$ cat src/rtl/uefsm_map.vh
`ifndef UEFSM_MAP_VH
`define UEFSM_MAP_VH
// Enumeration states
`define UEF_ST_POWERED 2'h0
`define UEF_ST_DEFAULT 2'h1
`define UEF_ST_ADDRESS 2'h2
`define UEF_ST_CONFIG 2'h3
// Default device address
`define UEF_ADDR_DEFAULT 7'h00
// Standard request codes
`define UEF_REQ_SET_ADDRESS 8'h05
`define UEF_REQ_GET_DESC 8'h06
`define UEF_REQ_SET_CONFIG 8'h09
// Descriptor types carried in the request value high byte
`define UEF_DT_DEVICE 8'h01
`define UEF_DT_CONFIG 8'h02
// Descriptor store layout
`define UEF_DEV_BASE 6'h00
`define UEF_DEV_LEN 16'h0012
`define UEF_CFG_BASE 6'h12
`define UEF_CFG_LEN 16'h0019
`define UEF_MPS_OFS 6'h07
// Valid configuration value
`define UEF_CFG_VALUE 8'h01
`define UEF_CFG_NONE 8'h00
// Timing
`define UEF_CLK_NS 100
`define UEF_SE0_NS 2500
`define UEF_CHIRP_K_US 1000
`define UEF_CHIRP_WAIT_US 2000
`define UEF_KJ_COUNT 3'h6
`endif

$ cat src/rtl/uefsm_top.v
// Overview of operation
// - Keep current within 100 mA until configured; low-power output asserted.
// - Attach by enabling pull-up on one data line chosen by speed.
// - Both lines low longer than 2.5 us is taken as bus reset; the code ignores SE0 once in high speed.
// - High-speed capable device drives one single K during reset.
// - On seeing the KJ reply, drop D+ pull-up and run high speed.
// - Low or full speed only devices skip the K announcement.
// - After reset enter default state, answer control transfers at address 00h.
// - Device descriptor byte eight holds endpoint zero maximum packet size.
// - At default address return at least first 8 device descriptor bytes.
// - Tolerate status stage after 8 of 64 bytes, then a reset.
// - Finish set-address status at 00h, only then take new address.
// - After address change answer only at new address, in address state.
// - Detach or port reset discards address, back to default address.
// - Configuration request returns config, interface, endpoint descriptors, truncated.
// - Valid set-configuration enters configured state, enables its endpoints.
// - Full power permit only while configured.
`timescale 1ns/10ps
`include "uefsm_map.vh"

module uefsm_top #(
  parameter EP0_MPS = 8,
  parameter HS_CAPABLE = 1,
  parameter LOW_SPEED = 0,
  parameter [15:0] VENDOR_CODE = 16'h1234, // Arbitrary value
  parameter [15:0] PRODUCT_CODE = 16'h5678, // Arbitrary value
  parameter [7:0] MAX_POWER = 8'h32,
  parameter CHIRP_K_CYC = (`UEF_CHIRP_K_US * 1000) / `UEF_CLK_NS,
  parameter CHIRP_WAIT_CYC = (`UEF_CHIRP_WAIT_US * 1000) / `UEF_CLK_NS
) (
  // Clock and reset
  input wire clk,
  input wire rst_n,
  // Attach sense
  input wire vbus_on,
  // Data line pins
  input wire dp_in,
  input wire dm_in,
  output reg dp_out_r,
  output reg dm_out_r,
  output reg dp_oe_r,
  output reg dm_oe_r,
  output reg pullup_dp_r,
  output reg pullup_dm_r,
  output reg hs_mode_r,
  // Token side from packet engine
  input wire [6:0] tok_addr,
  input wire setup_valid,
  input wire [7:0] setup_req,
  input wire [15:0] setup_value,
  input wire [15:0] setup_length,
  input wire in_req,
  input wire status_done,
  // Data stage bytes to packet engine
  output reg tx_valid_r,
  output reg [7:0] tx_byte_r,
  output reg tx_last_r,
  output reg tx_zlp_r,
  output reg stall_r,
  // Status and power
  output reg [1:0] state_r,
  output reg [6:0] dev_addr_r,
  output reg ep_enable_r,
  output reg pwr_low_r,
  output reg pwr_full_r,
  output reg state_evt_r,
  output reg bus_rst_evt_r
);

  localparam SE0_CYC = (`UEF_SE0_NS + `UEF_CLK_NS - 1) / `UEF_CLK_NS;
  localparam [1:0] LK_IDLE = 2'h0;
  localparam [1:0] LK_CHIRP = 2'h1;
  localparam [1:0] LK_WAITKJ = 2'h2;
  localparam [1:0] LK_RESET = 2'h3;
  localparam [7:0] MPS8 = EP0_MPS;
  localparam [15:0] CFG_LEN = `UEF_CFG_LEN;

  reg [1:0] link_r;
  reg [1:0] link_nxt;
  reg [15:0] se0_cnt_r;
  reg [23:0] tim_r;
  reg [2:0] kj_cnt_r;
  reg last_k_r;
  reg in_reset_r;
  reg [1:0] st_nxt;
  reg [6:0] pend_addr_r;
  reg addr_pend_r;
  reg data_stage_r;
  reg sending_r;
  reg [5:0] ptr_r;
  reg [15:0] rem_r;
  reg [7:0] pkt_cnt_r;
  reg [7:0] rom_byte;
  wire se0 = ~dp_in & ~dm_in;
  wire line_k = ~dp_in & dm_in;
  wire line_j = dp_in & ~dm_in;
  wire attached = vbus_on;
  wire bus_rst = (se0_cnt_r == SE0_CYC[15:0]) && (link_r == LK_IDLE) && !hs_mode_r;
  wire addr_ok = (tok_addr == dev_addr_r) && (state_r != `UEF_ST_POWERED);
  wire setup_ok = setup_valid && addr_ok && !in_reset_r;
  wire [15:0] dev_len = (setup_length < `UEF_DEV_LEN) ? setup_length : `UEF_DEV_LEN;
  wire [15:0] cfg_len = (setup_length < `UEF_CFG_LEN) ? setup_length : `UEF_CFG_LEN;

  ////////////////////////////////////////////////////////////////////////////
  // Descriptor store
  // Device descriptor, then configuration, interface and endpoint in order
  always @* begin
    case (ptr_r)
      6'h00: rom_byte = 8'h12;
      6'h01: rom_byte = 8'h01;
      6'h03: rom_byte = 8'h02;
      `UEF_MPS_OFS: rom_byte = MPS8;
      6'h08: rom_byte = VENDOR_CODE[7:0];
      6'h09: rom_byte = VENDOR_CODE[15:8];
      6'h0A: rom_byte = PRODUCT_CODE[7:0];
      6'h0B: rom_byte = PRODUCT_CODE[15:8];
      6'h0D: rom_byte = 8'h01;
      6'h11: rom_byte = 8'h01;
      6'h12: rom_byte = 8'h09;
      6'h13: rom_byte = 8'h02;
      6'h14: rom_byte = CFG_LEN[7:0];
      6'h15: rom_byte = CFG_LEN[15:8];
      6'h16: rom_byte = 8'h01;
      6'h17: rom_byte = `UEF_CFG_VALUE;
      6'h19: rom_byte = 8'h80;
      6'h1A: rom_byte = MAX_POWER;
      6'h1B: rom_byte = 8'h09;
      6'h1C: rom_byte = 8'h04;
      6'h1F: rom_byte = 8'h01;
      6'h20: rom_byte = 8'hFF;
      6'h24: rom_byte = 8'h07;
      6'h25: rom_byte = 8'h05;
      6'h26: rom_byte = 8'h81;
      6'h27: rom_byte = 8'h02;
      6'h28: rom_byte = MPS8;
      // Bytes not listed are zero
      default: rom_byte = 8'h00;
    endcase
  end

  ////////////////////////////////////////////////////////////////////////////
  // Bus reset and chirp handshake
  // Next link state
  always @* begin
    link_nxt = link_r;
    case (link_r)
      LK_IDLE: begin
        if (bus_rst)
          link_nxt = (HS_CAPABLE != 0 && LOW_SPEED == 0) ? LK_CHIRP : LK_RESET;
      end
      LK_CHIRP: begin
        if (tim_r == CHIRP_K_CYC[23:0])
          link_nxt = LK_WAITKJ;
      end
      LK_WAITKJ: begin
        if (kj_cnt_r == `UEF_KJ_COUNT || tim_r == CHIRP_WAIT_CYC[23:0])
          link_nxt = LK_RESET;
      end
      default: begin
        if (!se0 || hs_mode_r)
          link_nxt = LK_IDLE;
      end
    endcase
  end

  // Link registers and pin drive
  always @(posedge clk) begin
    if (!rst_n || !attached) begin
      link_r <= LK_IDLE;
      se0_cnt_r <= 16'h0000;
      tim_r <= 24'h000000;
      kj_cnt_r <= 3'h0;
      last_k_r <= 1'b0;
      in_reset_r <= 1'b0;
      hs_mode_r <= 1'b0;
      dp_out_r <= 1'b0;
      dm_out_r <= 1'b0;
      dp_oe_r <= 1'b0;
      dm_oe_r <= 1'b0;
      pullup_dp_r <= 1'b0;
      pullup_dm_r <= 1'b0;
    end else begin
      link_r <= link_nxt;
      if (!se0 || link_r != LK_IDLE)
        se0_cnt_r <= 16'h0000;
      else if (se0_cnt_r != SE0_CYC[15:0])
        se0_cnt_r <= se0_cnt_r + 16'h0001;
      tim_r <= (link_nxt != link_r) ? 24'h000000 : tim_r + 24'h000001;
      in_reset_r <= (link_nxt != LK_IDLE);
      pullup_dm_r <= (LOW_SPEED != 0);
      // drop D+ pull-up in high speed
      pullup_dp_r <= (LOW_SPEED == 0) && !hs_mode_r &&
                     !(link_r == LK_WAITKJ && kj_cnt_r == `UEF_KJ_COUNT);
      if (link_r == LK_WAITKJ && kj_cnt_r == `UEF_KJ_COUNT)
        hs_mode_r <= 1'b1;
      else if (link_r == LK_IDLE && bus_rst)
        hs_mode_r <= 1'b0;
      dp_out_r <= 1'b0;
      dm_out_r <= (link_nxt == LK_CHIRP);
      dp_oe_r <= (link_nxt == LK_CHIRP);
      dm_oe_r <= (link_nxt == LK_CHIRP);
      if (link_r != LK_WAITKJ) begin
        kj_cnt_r <= 3'h0;
        last_k_r <= 1'b0;
      end else if (kj_cnt_r != `UEF_KJ_COUNT) begin
        if (line_k && (kj_cnt_r == 3'h0 || !last_k_r)) begin
          kj_cnt_r <= kj_cnt_r + 3'h1;
          last_k_r <= 1'b1;
        end else if (line_j && last_k_r) begin
          kj_cnt_r <= kj_cnt_r + 3'h1;
          last_k_r <= 1'b0;
        end
      end
    end
  end

  ////////////////////////////////////////////////////////////////////////////
  // Enumeration state
  // Next enumeration state
  always @* begin
    st_nxt = state_r;
    if (!attached) begin
      st_nxt = `UEF_ST_POWERED;
    end else if (in_reset_r || bus_rst) begin
      st_nxt = `UEF_ST_DEFAULT;
    end else if (status_done && addr_ok && addr_pend_r) begin
      st_nxt = (pend_addr_r == `UEF_ADDR_DEFAULT) ? `UEF_ST_DEFAULT : `UEF_ST_ADDRESS;
    end else if (setup_ok && setup_req == `UEF_REQ_SET_CONFIG &&
                 state_r != `UEF_ST_DEFAULT) begin
      if (setup_value[7:0] == `UEF_CFG_VALUE)
        st_nxt = `UEF_ST_CONFIG;
      else if (setup_value[7:0] == `UEF_CFG_NONE)
        st_nxt = `UEF_ST_ADDRESS;
    end
  end

  always @(posedge clk) begin
    if (!rst_n)
      state_evt_r <= 1'b0;
    else
      state_evt_r <= (st_nxt != state_r);
  end

  // State, address and power registers
  always @(posedge clk) begin
    if (!rst_n || !attached) begin
      state_r <= `UEF_ST_POWERED;
      dev_addr_r <= `UEF_ADDR_DEFAULT;
      pend_addr_r <= `UEF_ADDR_DEFAULT;
      addr_pend_r <= 1'b0;
      ep_enable_r <= 1'b0;
      pwr_low_r <= 1'b1;
      pwr_full_r <= 1'b0;
      bus_rst_evt_r <= 1'b0;
    end else begin
      state_r <= st_nxt;
      bus_rst_evt_r <= bus_rst;
      if (in_reset_r || bus_rst) begin
        dev_addr_r <= `UEF_ADDR_DEFAULT;
        addr_pend_r <= 1'b0;
      end else if (status_done && addr_ok && addr_pend_r) begin
        dev_addr_r <= pend_addr_r;
        addr_pend_r <= 1'b0;
      end else if (setup_ok) begin
        addr_pend_r <= (setup_req == `UEF_REQ_SET_ADDRESS);
        pend_addr_r <= setup_value[6:0];
      end
      ep_enable_r <= (st_nxt == `UEF_ST_CONFIG);
      pwr_low_r <= (st_nxt != `UEF_ST_CONFIG);
      pwr_full_r <= (st_nxt == `UEF_ST_CONFIG);
    end
  end

  ////////////////////////////////////////////////////////////////////////////
  // Descriptor data stage
  // Request decode and packet streaming
  always @(posedge clk) begin
    if (!rst_n || !attached || in_reset_r || bus_rst) begin
      data_stage_r <= 1'b0;
      sending_r <= 1'b0;
      ptr_r <= `UEF_DEV_BASE;
      rem_r <= 16'h0000;
      pkt_cnt_r <= 8'h00;
      tx_valid_r <= 1'b0;
      tx_byte_r <= 8'h00;
      tx_last_r <= 1'b0;
      tx_zlp_r <= 1'b0;
      stall_r <= 1'b0;
    end else begin
      tx_valid_r <= 1'b0;
      tx_last_r <= 1'b0;
      tx_zlp_r <= 1'b0;
      stall_r <= 1'b0;
      if (setup_ok) begin
        sending_r <= 1'b0;
        data_stage_r <= 1'b0;
        if (setup_req == `UEF_REQ_GET_DESC && setup_value[15:8] == `UEF_DT_DEVICE) begin
          data_stage_r <= 1'b1;
          ptr_r <= `UEF_DEV_BASE;
          rem_r <= dev_len;
        end else if (setup_req == `UEF_REQ_GET_DESC &&
                     setup_value[15:8] == `UEF_DT_CONFIG) begin
          data_stage_r <= 1'b1;
          ptr_r <= `UEF_CFG_BASE;
          rem_r <= cfg_len;
        end else if (setup_req != `UEF_REQ_SET_ADDRESS &&
                     setup_req != `UEF_REQ_SET_CONFIG) begin
          stall_r <= 1'b1;
        end
      end else if (status_done && addr_ok) begin
        data_stage_r <= 1'b0;
        sending_r <= 1'b0;
      end else if (sending_r) begin
        tx_valid_r <= 1'b1;
        tx_byte_r <= rom_byte;
        ptr_r <= ptr_r + 6'h01;
        rem_r <= rem_r - 16'h0001;
        pkt_cnt_r <= pkt_cnt_r + 8'h01;
        if (rem_r == 16'h0001 || pkt_cnt_r == MPS8 - 8'h01) begin
          tx_last_r <= 1'b1;
          sending_r <= 1'b0;
          if (rem_r == 16'h0001 && pkt_cnt_r != MPS8 - 8'h01)
            data_stage_r <= 1'b0;
        end
      end else if (in_req && addr_ok && data_stage_r) begin
        pkt_cnt_r <= 8'h00;
        if (rem_r == 16'h0000) begin
          tx_zlp_r <= 1'b1;
          data_stage_r <= 1'b0;
        end else begin
          sending_r <= 1'b1;
        end
      end
    end
  end

endmodule // uefsm_top

$ cat config.mk
export PLATFORM = sky130hd
export DESIGN_NAME = uefsm_top
export DESIGN_NICKNAME = d
export VERILOG_FILES = /design/src/rtl/uefsm_top.v
export VERILOG_INCLUDE_DIRS = /design/src /design/src/rtl
export SDC_FILE = /design/constraint.sdc
export NUM_CORES = 1
export LEC_CHECK = 0
export BUFFER_PORTS_ARGS = -buffer_cell sky130_fd_sc_hd__buf_2
export CORE_ASPECT_RATIO = 0.75
export CORE_MARGIN = 4
export CORE_UTILIZATION = 55
export CTS_BUF_LIST = sky130_fd_sc_hd__clkbuf_2 sky130_fd_sc_hd__clkbuf_4 sky130_fd_sc_hd__clkbuf_8
export DETAILED_ROUTE_END_ITERATION = 10
export PLACE_DENSITY = 0.75
export SYNTH_ARGS = -nofsm -noshare
export SYNTH_HDL_FRONTEND = slang
export SYNTH_SLANG_ARGS = --single-unit
$ cat constraint.sdc
create_clock -name clk -period 5.7 [get_ports clk]
set_input_delay 1.14 -clock clk [delete_from_list [all_inputs] [get_ports clk]]
set_output_delay 1.14 -clock clk [all_outputs]
set_load 0.005 [all_outputs]
# [Word level (Yosys, flattened, before mapping)]
# Memory sizes are Yosys's and may differ from the RTL's. A register that Yosys moved wholly into a read port is not among the register bits.
# Cells that the tools add are included.
[totals] reg_bits=107 mem_bits_ro=512 input_bits=55 output_inout_bits=33 wordCells=191 n_memories=1
[memory_table] memory="(name not given)" depth=64 width=8 read_ports=1 rd_clocked_by_memory_dff=1 wr=0 line="uefsm_top.v:108" source="case (ptr_r)"
[op_classes] addsub=6 order_cmp=2 n_eq_ne=31 muxes=49 n_bitwise=11 n_reduce_logical=65
[ops] op="16-bit two-way mux" n=7
[ops] op="16-bit by 5-bit less-than comparator with 1-bit output, second input constant" n=2
[ops] op="6-bit two-way mux" n=5
[ops] op="24-bit by 1-bit adder with 24-bit output, second input constant" n=1
[ops] op="24-bit by 14-bit == test with 1-bit output, second input constant" n=1
[ops] op="24-bit by 15-bit == test with 1-bit output, second input constant" n=1
[ops] op="8-bit by 3-bit == test with 1-bit output, second input constant" n=3
[ops] op="2-bit two-way mux" n=11
[ops] op="1-bit two-way mux" n=21
[ops] op="1-bit logical AND" n=20
[ops] op="16-bit by 1-bit adder with 16-bit output, second input constant" n=1
[ops] op="16-bit by 1-bit == test with 1-bit output, second input constant" n=1
[ops] op="16-bit by 5-bit == test with 1-bit output, second input constant" n=1
[ops] op="8-bit by 1-bit == test with 1-bit output, second input constant" n=2
[ops] op="16-bit zero test" n=1
[ops] op="8-bit two-way mux" n=2
[ops] op="16-bit by 5-bit != test with 1-bit output, second input constant" n=1
[ops] op="8-bit by 3-bit != test with 1-bit output, second input constant" n=2
[ops] op="16-bit by 1-bit subtractor with 16-bit output, second input constant" n=1
[ops] op="2-bit nonzero test" n=7
[ops] op="3-bit AND reduction" n=4
[ops] op="1-bit logical OR" n=9
[ops] op="8-bit by 1-bit adder with 8-bit output, second input constant" n=1
[ops] op="8-bit by 2-bit == test with 1-bit output, second input constant" n=1
[ops] op="other kinds (30)" n=58

# [Depth between registers and ports, before layout]
# Gate-level depths: netlist of the first run.
[logic_depth] depth_word=11 mapped_depth=9 ltp_nobuf=8

# [Worst setup path after synthesis of the first run]
# Ideal clock, no wire load.
[synth_path] path_type="in2reg" startpoint="input port tok_addr[6]" endpoint="register pend_addr_r[0]" setup_ps=128 arrival_ps=3074 required_ps=5572 slack_ps=2498 cell_stages=8 n_path_buf=2 path_cell_list="xor2_1 -> or4_4 -> buf_6 -> or3_4 -> buf_6 -> nor3_4 -> mux2i_1 -> nor2_1"
[synth_via] elab_chain_len=6 word_cells_on_any_way=8 classes_between="eq/ne: 1; bitwise: 1; reduce/logical: 6"
[synth_rtl] element="start, declared" line="uefsm_top.v:47" source="input wire [6:0] tok_addr,"
[synth_rtl] element="7-bit == test (*)" line="uefsm_top.v:99" source="wire addr_ok = (tok_addr == dev_addr_r) && (state_r != `UEF_ST_POWERED);"
[synth_rtl] element="1-bit logical AND (*)" line="uefsm_top.v:99"
[synth_rtl] element="1-bit logical AND (2 in a row)" line="uefsm_top.v:261" source="end else if (status_done && addr_ok && addr_pend_r) begin"
[synth_rtl] element="1-bit inverter (no line)"
[synth_rtl] element="3-bit AND reduction (no line) (*)"
[synth_rtl] element="end signal, assigned" line="uefsm_top.v:249" source="pend_addr_r <= `UEF_ADDR_DEFAULT;"
[synth_rtl] element="end signal, assigned" line="uefsm_top.v:266" source="pend_addr_r <= setup_value[6:0];"
[synth_rtl] element="end, declared" line="uefsm_top.v:86" source="reg [6:0] pend_addr_r;"
# Mark *: on every way between the ends. The rest lies on a longest branch, timed or not.
# A chain may end at the register's enable or synchronous reset.

# [Worst setup path in the final report of the first run]
[layout_path] startpoint="input port tok_addr[4]" endpoint="register rem_r[5]"
[layout_via] elab_chain_len=6 word_cells_on_any_way=10 classes_between="eq/ne: 3; mux: 1; reduce/logical: 6"
[layout_rtl] element="7-bit == test (*)" line="uefsm_top.v:99"
[layout_rtl] element="1-bit logical AND (*)" line="uefsm_top.v:99"
[layout_rtl] element="1-bit logical AND (2 in a row)" line="uefsm_top.v:100" source="wire setup_ok = setup_valid && addr_ok && !in_reset_r;"
[layout_rtl] element="3-bit by 1-bit != test with 1-bit output (no line), or another cell as far along"
[layout_rtl] element="3-bit AND reduction (no line)"
[layout_rtl] element="end signal, assigned" line="uefsm_top.v:300" source="rem_r <= dev_len;"
[layout_rtl] element="end signal, assigned" line="uefsm_top.v:305" source="rem_r <= cfg_len;"
[layout_rtl] element="end signal, assigned" line="uefsm_top.v:317" source="rem_r <= rem_r - 16'h0001;"
[layout_rtl] element="end, declared" line="uefsm_top.v:91" source="reg [15:0] rem_r;"
# Marked as above.

==> results.txt, run 1 <==
Status: complete, no violations
Post-Synth Simple-Gate Area: 0.2862
Reg2Reg Depth: 6
CTS HTree Levels: 4
Critical R2R Launch: state_r[1]
DRT antenna net count: 0
Synth top area cells: dfxtp_1 39%, nor2_1 7.0%, xor2_1 5.0%, ha_1 3.6%, a21oi_1 3.3%
CP Launch Point: tok_addr[4]
CTS Sinks: 115
Pin count of the biggest net entering global routing: 42
Total CTS buffers: 17
DRC viols: 0
Synthesis warning total: 0
Synthesized area: 0.005907 sq mm
Most frequent cells in the layout: 115 x dfxtp_1, 110 x nor2_1, 85 x buf_2
Post-synth EDFFs: 0
Most common cell after layout, fill and taps aside: dfxtp_1
Die Ht: 97.75 um
Worst-skew pair later-pin latency: 440 ps
Post-CTS Setup Inserts: 0
Gr ovfl total: 0
Syn_area_per_cell: 8.261 sq um
IO Pins: 88
Chip width: 127.7 um
CP Capture Type: flip-flop
Total power: 1608 uW
CP Class: input pin to flip-flop
Adder-cell area share of the yosys netlist: 0.03601
FP Rows: 32
Core area: 0.01037 sq mm
Area growth from synthesis to layout: 14.89%
Hold path start: rem_r[7]
Initial drt markers: 553
Max-slew violation count: 0
Total GRT Usage: 0.2259
Worst path required time: 6050 ps
Mux contribution to synthesized area: 0.03071
Nets: 864
Fillers: 854
Initial antenna violation count: 0
Final wirelength: 14180 um
Period utilization: 0.6349
Via-to-Cell Ratio: 5.815
Worst-margin pin slew: 1209 ps
Util after Layout: 0.6544
CP Launch Type: input pin
Via Count: 5466
WHS Path Cells: 2
Clk buf depth: 2
Post-DP HPWL: 10390 um
Reg2Reg Setup Slack: 2430 ps
Setup tns final: 0 ps
Ys flop type: dfxtp_1
Final Wtd Congestion: 0.8717
Die area: 0.01248 sq mm
Crit path arrival time: 3970 ps
PwrDens: 236.9 mW/mm^2
Max Cap Viol: 0
Vias in the first global route: 4870
RSZ-0062 raised after global routing: no
Layout cells sized above 1: 0.1741
First-pass GRT wire length: 23320 um
Leakage power: 0.002553 uW
Routed wire per std cell: 15.09 um
Share of flip-flops with an asynchronous set or reset: 0
Compound-gate portion of the synthesized area: 0.1432
Sequential area share after synthesis: 0.3897
Mapped Cells: 715
CTS tree: yes
Final min period: 3619 ps
I/O Buffers: 85
Max Freq: 0.2763 GHz
Starting density of the core: 0.5696
CTS root buffer: clkbuf_8
Relative slew slack: 0.1868
Final number of setup-violating endpoints: 0
CTS clk-pin slew, worst paths: 60 ps
Synth Area in XOR/XNOR: 0.07265
Hold crit path type: flip-flop to flip-flop
Clk_skew: 19.11 ps
Crit path max fanout: 23
Detailed Routing Iterations Pass 1: 5
Yosys reg bits: 115
Leading area contributor after synthesis: dfxtp_1
Antenna diode count: 0
Peak VDD IR: 0.0001427 V
Cts repair resizes: 0
Largest family of logic cells by synthesized area: simple AND/OR/NAND/NOR gates
Distinct cells, synth: 67
Synth top area share: 0.3897
CTS Hold Bufs: 0
Endpoints failing hold: 0
[Yosys cell counts, types with 6 or more instances]
| master | n |
|---|---|
| o21ai_0 | 24 |
| nand2b_1 | 9 |
| xor2_1 | 34 |
| nor3_1 | 37 |
| nor2_1 | 110 |
| nand4_1 | 9 |
| nor2b_1 | 8 |
| nor4_1 | 19 |
| a21oi_1 | 39 |
| nand3_1 | 30 |
| ha_1 | 17 |
| dfxtp_1 | 115 |
| o31ai_1 | 6 |
| and3_1 | 12 |
| nand3b_1 | 6 |
| xnor2_1 | 15 |
| nor4b_1 | 6 |
| inv_1 | 23 |
| a211oi_1 | 7 |
| nand2_1 | 51 |
| o22ai_1 | 7 |
| mux2i_1 | 17 |
| clkbuf_1 | 18 |
[logic make-up after synthesis]
group                    Yosys count
AO/OA/AOI/OAI                    129
XOR/XNOR                          49
adder cells (fa/ha/maj)           17
buffers and inverters             54
flip-flops                       115
multiplexers                      18
other                              1
AND/OR/NAND/NOR                  332
[layer usage]
| metal | routed length, um | track usage | vias to the layer above | share of wire |
|---|---|---|---|---|
| met1 | 6988 | 0.3410 | 2525 | 0.49 |
| met5 | 0 | 0 | - | 0 |
| met3 | 1007 | 0.05686 | 18 | 0.071 |
| li1 | - | - | 2718 | - |
| met2 | 6032 | 0.3126 | 205 | 0.43 |
| met4 | 154 | 0.07423 | 0 | 0.011 |
[path summary, 6_finish.rpt]
| check | to |
|---|---|
| min | rem_r[7] |
| min reg2reg | rem_r[7] |
| max reg2reg | rem_r[5] |
| max | rem_r[5] |
[area by class of cell]
cell class / instances / area, sq um / share of cell area
Timing Repair Buffer: 88 / 447.9 / 0.06600
Inverter: 23 / 86.33 / 0.01272
Multi-Input combinational cell: 547 / 3390 / 0.4994
Sequential cell: 115 / 2302 / 0.3392
Clock buffer: 21 / 282.8 / 0.04167
Tap cell: 136 / 170.2 / 0.02507
Clock inverter: 10 / 107.6 / 0.01586
[worst max-delay path, stage by stage]
cell      delay (ps)
buf_2            100
xor2_1           150
or4_1            760
nor3_4           670
a21oi_2          410
or4_1            550
a21boi_0         170
[state kept, by name (all words and copies together), names as in the netlist, 6 cells and up]
| register | flops |
|---|---|
| pkt_cnt_r | 8 |
| rem_r | 16 |
| se0_cnt_r | 16 |
| ptr_r | 6 |
| pend_addr_r | 7 |
| tim_r | 24 |
| dev_addr_r | 7 |
| tx_byte_r | 8 |
[power breakdown]
| part | internal, uW | switching (uW) | leakage [uW] |
|---|---|---|---|
| Sequential | 805 | 1.24 | 0.000926 |
| Combinational | 24.3 | 34.9 | 0.00143 |
| Clock | 421 | 322 | 0.000197 |
| Total | 1250 | 358 | 0.00255 |
[per-stage QoR]
step                setup WS, ps  hold slack (ps)  instance area [sq um]  cells
floorplan                   2498            441.1                   5911    716
global placement            1781            461.1                   6396    909
detailed placement          1725            471.4                   6396    909
CTS                         2172            487.8                   6787    940
global route                1933            499.7                   6787    940
finish                      2081            484.5                   6787    940
(Power assumes the default switching activity.)
==> inputs of run 2 (changes only) <==
--- a/config.mk
+++ b/config.mk
@@ -6,6 +6,7 @@
 export SDC_FILE = /design/constraint.sdc
 export NUM_CORES = 1
 export LEC_CHECK = 0
+export ABC_AREA = 1
 export BUFFER_PORTS_ARGS = -buffer_cell sky130_fd_sc_hd__buf_2
 export CORE_ASPECT_RATIO = 0.75
 export CORE_MARGIN = 4
==> constraint.sdc (replaced) <==
create_clock -name clk -period 3.8 [get_ports clk]
set_input_delay 0.76 -clock clk [delete_from_list [all_inputs] [get_ports clk]]
set_output_delay 0.76 -clock clk [all_outputs]
set_load 0.005 [all_outputs]
==> results.txt, run 2 <==
Nets: 1050 (was 864)
Starting density of the core: 0.5660 (was 0.5696)
Yosys reg bits: 115 (unchanged)
IO Pins: 88 (unchanged)
CP max-delay cell: dfxtp_1 (was or4_1)
Max Freq: 0.3865 GHz
Via-to-Cell Ratio: 5.206 (was 5.815)
I/O Buffers: 85 (unchanged)
Post-CTS Setup Inserts: 0 (unchanged)
CP Launch Type: flip-flop (was input pin)
Antenna diode count: 0 (unchanged)
Final wirelength: 14600 um (was 14180 um)
Pin count of the biggest net entering global routing: 35 (was 42)
Met2 usage: 0.3097 (was 0.3126)
Detailed Routing Iterations Pass 1: 5 (unchanged)
Core area: 0.01098 sq mm (was 0.01037 sq mm)
Most frequent cells after synthesis: 136 x inv_1, 133 x nand2_1, 130 x nor2_1 (was 115 x dfxtp_1, 110 x nor2_1, 51 x nand2_1)
GR Layer Usage met1: 0.3594 (was 0.3410)
PwrDens: 350.0 mW/mm^2 (was 236.9 mW/mm^2)
Die Ht: 100.1 um (was 97.75 um)
Worst-skew pair later-pin latency: 430 ps (was 440 ps)
Reported net switching power: 543.9 uW (was 357.7 uW)
CTS root buffer: clkbuf_8 (unchanged)
Hold Path End: se0_cnt_r[14] (was rem_r[7])
Non-Filler Instances: 1131 (was 940)
Post-DP HPWL: 10760 um (was 10390 um)
Critical R2R Launch: se0_cnt_r[0] (was state_r[1])
Comb power frac: 0.035 (was 0.037)
Largest regs: tim_r (24), rem_r (16), se0_cnt_r (16) (unchanged)
Sw Ratio: 0.2187 (was 0.2225)
Hold path start: se0_cnt_r[13] (was rem_r[7])
Via Count: 5888 (was 5466)
CTS HTree Levels: 4 (unchanged)
Initial antenna violation count: 0 (unchanged)
Clk buf depth: 2 (unchanged)
Setup tns final: 0 ps (unchanged)
Crit path arrival time: 2890 ps (was 3970 ps)
Final worst slack: 1213 ps (was 2081 ps)
Final number of setup-violating endpoints: 0 (unchanged)
R2R Path End: ptr_r[2] (was rem_r[5])
CTS tree: yes (unchanged)
Ys flop type: dfxtp_1 (unchanged)
Most used routing layer: met1 (unchanged)
Peak VDD IR: 0.0003113 V (was 0.0001427 V)
CP Class: flip-flop to flip-flop (was input pin to flip-flop)
Part of the power in registers: 0.486 (was 0.501)
Relative slew slack: 0.5614 (was 0.1868)
Share of flip-flops with an asynchronous set or reset: 0 (unchanged)
Worst-margin pin slew: 651.9 ps (was 1209 ps)
Dpl ws: 894.5 ps (was 1725 ps)
Leakage power: 0.003144 uW (was 0.002553 uW)
FP Rows: 33 (was 32)
Final Wtd Congestion: 0.9124 (was 0.8717)
Clk_skew: 11.50 ps (was 19.11 ps)
CP Cell Sequence: ha_1 -> nand3_1 -> nor2_1 -> nand3_2 -> nand2_1 -> nor2_2 -> buf_4 -> inv_1 -> nor2_1 -> inv_1 -> o32ai_1 (was buf_2 -> xor2_1 -> or4_1 -> nor3_4 -> a21oi_2 -> or4_1 -> a21boi_0)
DRC viols: 0 (unchanged)
Syn_area_per_cell: 6.937 sq um (was 8.261 sq um)
Most frequent cells in the layout: 136 x inv_1, 133 x nand2_1, 130 x nor2_1 (was 115 x dfxtp_1, 110 x nor2_1, 85 x buf_2)
First-pass GRT wire length: 24370 um (was 23320 um)
DRT antenna net count: 0 (unchanged)
Synth top area share: 0.3704 (was 0.3897)
Util after Layout: 0.6468 (was 0.6544)
Post-synth EDFFs: 0 (unchanged)
Clock Power Share: 0.479 (was 0.462)
Met3 usage: 0.05106 (was 0.05686)
Total CTS buffers: 17 (unchanged)
Internal power: 1943 uW (was 1250 uW)
RSZ-0062 raised after global routing: no (unchanged)
Largest Register: tim_r (unchanged)
Gr ovfl total: 0 (unchanged)
Total power: 2487 uW (was 1608 uW)
Endpoints failing hold: 0 (unchanged)
Hold crit path type: flip-flop to flip-flop (unchanged)
Worst path required time: 4100 ps (was 6050 ps)
Cts repair resizes: 0 (unchanged)
Leading area contributor after synthesis: dfxtp_1 (unchanged)
Max incr delay on CP: 410 ps (was 760 ps)
CTS Hold Bufs: 0 (unchanged)
Distinct cells, synth: 47 (was 67)
Sequential area share after synthesis: 0.3704 (was 0.3897)
Reg2Reg Setup Slack: 1210 ps (was 2430 ps)
Most numerous cell in the Yosys netlist: inv_1 (was dfxtp_1)
Routed wire per std cell: 12.91 um (was 15.09 um)
Crit path max fanout: 34 (was 23)
Final min period: 2587 ps
Mapped Cells: 896 (was 715)
Initial drt markers: 524 (was 553)
Synthesis warning total: 0 (unchanged)
Synth top area cells: dfxtp_1 37%, inv_1 8.2%, nand2_1 8.0%, nor2_1 7.9%, a21oi_1 5.2% (was dfxtp_1 39%, nor2_1 7.0%, xor2_1 5.0%, ha_1 3.6%, a21oi_1 3.3%)
Synthesized area: 0.006216 sq mm (was 0.005907 sq mm)
Status: complete, no violations (unchanged)
CP Capture Type: flip-flop (unchanged)
Placed instance count: 1099 (was 909)
Chip width: 130.8 um (was 127.7 um)
Vias in the first global route: 5203 (was 4870)
Most common cell after layout, fill and taps aside: inv_1 (was dfxtp_1)
Layout cells sized above 1: 0.1504 (was 0.1741)
Largest register FFs: 24 (unchanged)
Max-slew violation count: 0 (unchanged)
CTS Sinks: 115 (unchanged)
Max Cap Viol: 0 (unchanged)
Period utilization: 0.6808
WHS Path Cells: 2 (unchanged)
Die area: 0.01308 sq mm (was 0.01248 sq mm)
Reg2Reg Depth: 11 (was 6)
Total GRT Usage: 0.2313 (was 0.2259)
Area growth from synthesis to layout: 14.29% (was 14.89%)
CTS clk-pin slew, worst paths: 70 ps (was 60 ps)
==> run 2: worst max-delay path, delay by kind of cell, from the launching register on <==
| family | cells | cell delay (ps) |
|---|---|---|
| AND/OR/NAND/NOR | 6 | 930 |
| buffers and inverters | 3 | 800 |
| flip-flops | 1 | 410 |
| adder cells (fa/ha/maj) | 1 | 230 |
| AO/OA/AOI/OAI | 1 | 80 |
==> run 2: cell type report <==
type | instances | area [sq um]
fill | 1000 | 3879
multi-input combinational | 615 | 3229
inverter | 141 | 534.3
timing repair buffer | 88 | 447.9
clock buffer | 22 | 284.0
clock inverter | 10 | 131.4
tap | 140 | 175.2
sequential | 115 | 2302
==> run 2: per-stage QoR <==
stage                     instance area, sq um  hold slack (ps)
after floorplan                           6220            422.5
after CTS                                 7104            463.8
after global placement                    6689            441.1
final                                     7104            463.9
after global routing                      7104            506.7
after detailed placement                  6689            448.7
==> run 2: worst max-delay path by stage <==
stage	cells past startpoint	start	to
2_1_floorplan	10	setup_value[11]	rem_r[11]
3_3_place_gp	13	tok_addr[1]	rem_r[9]
3_5_place_dp	14	tok_addr[6]	rem_r[11]
4_1_cts	11	se0_cnt_r[0]	ptr_r[2]
5_1_grt	11	se0_cnt_r[0]	ptr_r[2]
6_report	11	se0_cnt_r[0]	ptr_r[2]
==> run 2: per-layer routing <==
layer | vias to the layer above | share of wire
li1 | 3068 | -
met1 | 2619 | 0.52
met2 | 175 | 0.40
met3 | 26 | 0.064
met4 | 0 | 0.017
met5 | - | 0
==> run 2: logic make-up (layout without fill, tap and decap cells) <==
kind of cell	Yosys count	count (layout)	synth area share
buf+inv	167	261	0.1107
fa+ha+maj	17	17	0.03422
xor+xnor	33	33	0.04650
simple gates	401	401	0.2943
other cells	1	2	0.0006033
flops	115	115	0.3704
compound gates	162	162	0.1433
==> run 2: power groups by stage <==
stage	logic, uW	clock network, uW	registers, uW
global placement	84.5	0	1240
CTS	86.2	1210	1210
finish	85.8	1190	1210
detailed placement	85.3	0	1240
floorplan	43.2	0	1240
global route	98.1	1280	1210
==> inputs of run 3 (changes only) <==
--- a/config.mk
+++ b/config.mk
@@ -6,14 +6,14 @@
 export SDC_FILE = /design/constraint.sdc
 export NUM_CORES = 1
 export LEC_CHECK = 0
-export ABC_AREA = 1
+export ABC_AREA = 0
 export BUFFER_PORTS_ARGS = -buffer_cell sky130_fd_sc_hd__buf_2
 export CORE_ASPECT_RATIO = 0.75
 export CORE_MARGIN = 4
-export CORE_UTILIZATION = 55
+export CORE_UTILIZATION = 54
 export CTS_BUF_LIST = sky130_fd_sc_hd__clkbuf_2 sky130_fd_sc_hd__clkbuf_4 sky130_fd_sc_hd__clkbuf_8
 export DETAILED_ROUTE_END_ITERATION = 10
-export PLACE_DENSITY = 0.75
+export PLACE_DENSITY = 0.77
 export SYNTH_ARGS = -nofsm -noshare
 export SYNTH_HDL_FRONTEND = slang
 export SYNTH_SLANG_ARGS = --single-unit
==> constraint.sdc (replaced) <==
create_clock -name clk -period 2.3 [get_ports clk]
set_input_delay 0.46 -clock clk [delete_from_list [all_inputs] [get_ports clk]]
set_output_delay 0.46 -clock clk [all_outputs]
set_load 0.005 [all_outputs]
==> results.txt, run 3 (synthesis gave the netlist of run 1 again) <==
Status: complete, but fails checks (was complete, no violations)
Violated checks: setup timing
Met2 usage: 0.3846 (was 0.3097)
CTS tree: yes (unchanged)
DRT antenna net count: 0 (unchanged)
Worst-skew pair later-pin latency: 430 ps (about the same)
Relative slew slack: 0.6098 (was 0.5614)
I/O Buffers: 85 (unchanged)
Clk_skew: 10.32 ps (was 11.50 ps)
Total power: 4099 uW (was 2487 uW)
Layout cells sized above 1: 0.2698 (was 0.1504)
WHS Path Cells: 3 (was 2)
IO Pins: 88 (unchanged)
DRC viols: 0 (unchanged)
Initial antenna violation count: 0 (unchanged)
Hold slack: 292.9 ps (was 463.9 ps)
Largest register FFs: 24 (unchanged)
Via Count: 5809 (was 5888)
Final worst slack: -54.49 ps (was 1213 ps)
First-pass GRT wire length: 25920 um (was 24370 um)
FP Rows: 32 (was 33)
Reg2Reg Depth: 9 (was 11)
Crit path max fanout: 8 (was 34)
Starting density of the core: 0.5631 (was 0.5660)
Final Wtd Congestion: 0.9232 (was 0.9124)
Max Cap Viol: 0 (unchanged)
GR Layer Usage met1: 0.3438 (was 0.3594)
Final min period: 2354 ps (was 2587 ps)
Worst path required time: 2620 ps (was 4100 ps)
Most frequent cells in the layout: 110 x nor2_1, 109 x dfxtp_1, 85 x buf_2 (was 136 x inv_1, 133 x nand2_1, 130 x nor2_1)
Final number of setup-violating endpoints: 3 (was 0)
Peak VDD IR: 0.0003533 V (was 0.0003113 V)
CP Class: flip-flop to flip-flop (unchanged)
Hold crit path type: input pin to flip-flop (was flip-flop to flip-flop)
Vias in the first global route: 5367 (was 5203)
Max Freq: 0.4247 GHz (was 0.3865 GHz)
CTS clk-pin slew, worst paths: 70 ps (about the same)
Nets: 920 (was 1050)
Final wirelength: 16230 um (was 14600 um)
Initial drt markers: 442 (was 524)
Pin count of the biggest net entering global routing: 26 (was 35)
Die Ht: 98.58 um (was 100.1 um)
CTS Sinks: 115 (unchanged)
Dpl ws: -245.7 ps (was 894.5 ps)
Endpoints failing hold: 0 (unchanged)
PwrDens: 544.0 mW/mm^2 (was 350.0 mW/mm^2)
Largest Register: tim_r (unchanged)
Core area: 0.01049 sq mm (was 0.01098 sq mm)
Post-DP HPWL: 11540 um (was 10760 um)
Reg2Reg Setup Slack: -50 ps (was 1210 ps)
Period utilization: 1.024 (was 0.6808)
Most common cell after layout, fill and taps aside: nor2_1 (was inv_1)
RSZ-0062 raised after global routing: yes (was no)
Area growth from synthesis to layout: 27.58% (was 14.29%)
Total GRT Usage: 0.2469 (was 0.2313)
Die area: 0.01269 sq mm (was 0.01308 sq mm)
CTS HTree Levels: 4 (unchanged)
CP Launch Type: flip-flop (unchanged)
Total CTS buffers: 17 (unchanged)
Detailed Routing Iterations Pass 1: 5 (unchanged)
Worst-margin pin slew: 584.5 ps (was 651.9 ps)
Routed wire per std cell: 16.30 um (was 12.91 um)
CTS root buffer: clkbuf_8 (unchanged)
Crit path arrival time: 2670 ps (was 2890 ps)
Via-to-Cell Ratio: 5.832 (was 5.206)
Clk buf depth: 2 (unchanged)
Chip width: 128.8 um (was 130.8 um)
Met3 usage: 0.06013 (was 0.05106)
Largest regs: tim_r (24), rem_r (16), se0_cnt_r (16) (unchanged)
Max-slew violation count: 0 (unchanged)
Gr ovfl total: 0 (unchanged)
CP Capture Type: flip-flop (unchanged)
Most used routing layer: met2 (was met1)
Leakage power: 0.002944 uW (was 0.003144 uW)
CTS Hold Bufs: 0 (unchanged)
Antenna diode count: 0 (unchanged)
[run 3: changes by cell type in the layout (fill, tap and decap cells not counted), sizes merged, moves of 9 or more]
cell	before	now
inv	139	24
nand2	140	51
buf	88	143
o21ai	64	24
nor2	139	110
a21oi	64	40
mux2i	0	17
nand4	26	9
nand3	46	30
nor4	7	20
and3	0	12
nor3	28	39
xnor2	5	15
nand2b	0	9
[run 3: routing by layer]
metal / vias to the layer above / part of all wire
met4: 0 / 0.016
met5: - / 0
met1: 2738 / 0.46
met2: 222 / 0.46
met3: 30 / 0.061
li1: 2819 / -
[run 3: repair_timing]
item,CTS,global route
cloned,0,2
resized for setup,13,42
endpoints found under the setup margin,31,65
buffers inserted,0,5
pin swaps,5,14
[run 3: power by group]
| part | switching, uW | total [uW] | internal (uW) | leakage [uW] |
|---|---|---|---|---|
| Clock | 861 | 1920 | 1060 | 0.000197 |
| Combinational | 101 | 184 | 83.4 | 0.00182 |
| Sequential | 1.94 | 1990 | 1990 | 0.000930 |
[run 3: cell type report]
type	instances	area (sq um)
multi-input combinational	548	3628
clock buffer	17	234.0
tap	136	170.2
timing repair buffer	143	940.9
sequential	115	2312
inverter	23	86.33
clock inverter	14	163.9
fill	789	2954
[run 3: path summary, 6_finish.rpt]
check	end	start
worst min register to register	rem_r[11]	rem_r[11]
worst max-delay path	state_evt_r	dev_addr_r[1]
worst max register to register	state_evt_r	dev_addr_r[1]
worst min-delay path	pend_addr_r[6]	setup_value[6]
[run 3: critical path, cell delays in order, from the launching register on]
cell and delay, ps:
dfxtp_4 360, xor2_2 150, or4_4 550, buf_12 160
buf_4 150, nor4_2 290, buf_4 180, nor3_1 70
a211oi_1 240, nor3_1 90
[run 3: through the flow]
step                      utilization  cells  cell area [sq um]  TNS, ps
after floorplan                     -    716               5968    -1229
after global placement         0.6533    958               6853    -5238
after detailed placement       0.6533    958               6853    -7303
after CTS                      0.6953    989               7293   -27.91
after global routing           0.7184    996               7536   -826.5
final                          0.7184    996               7536   -68.97
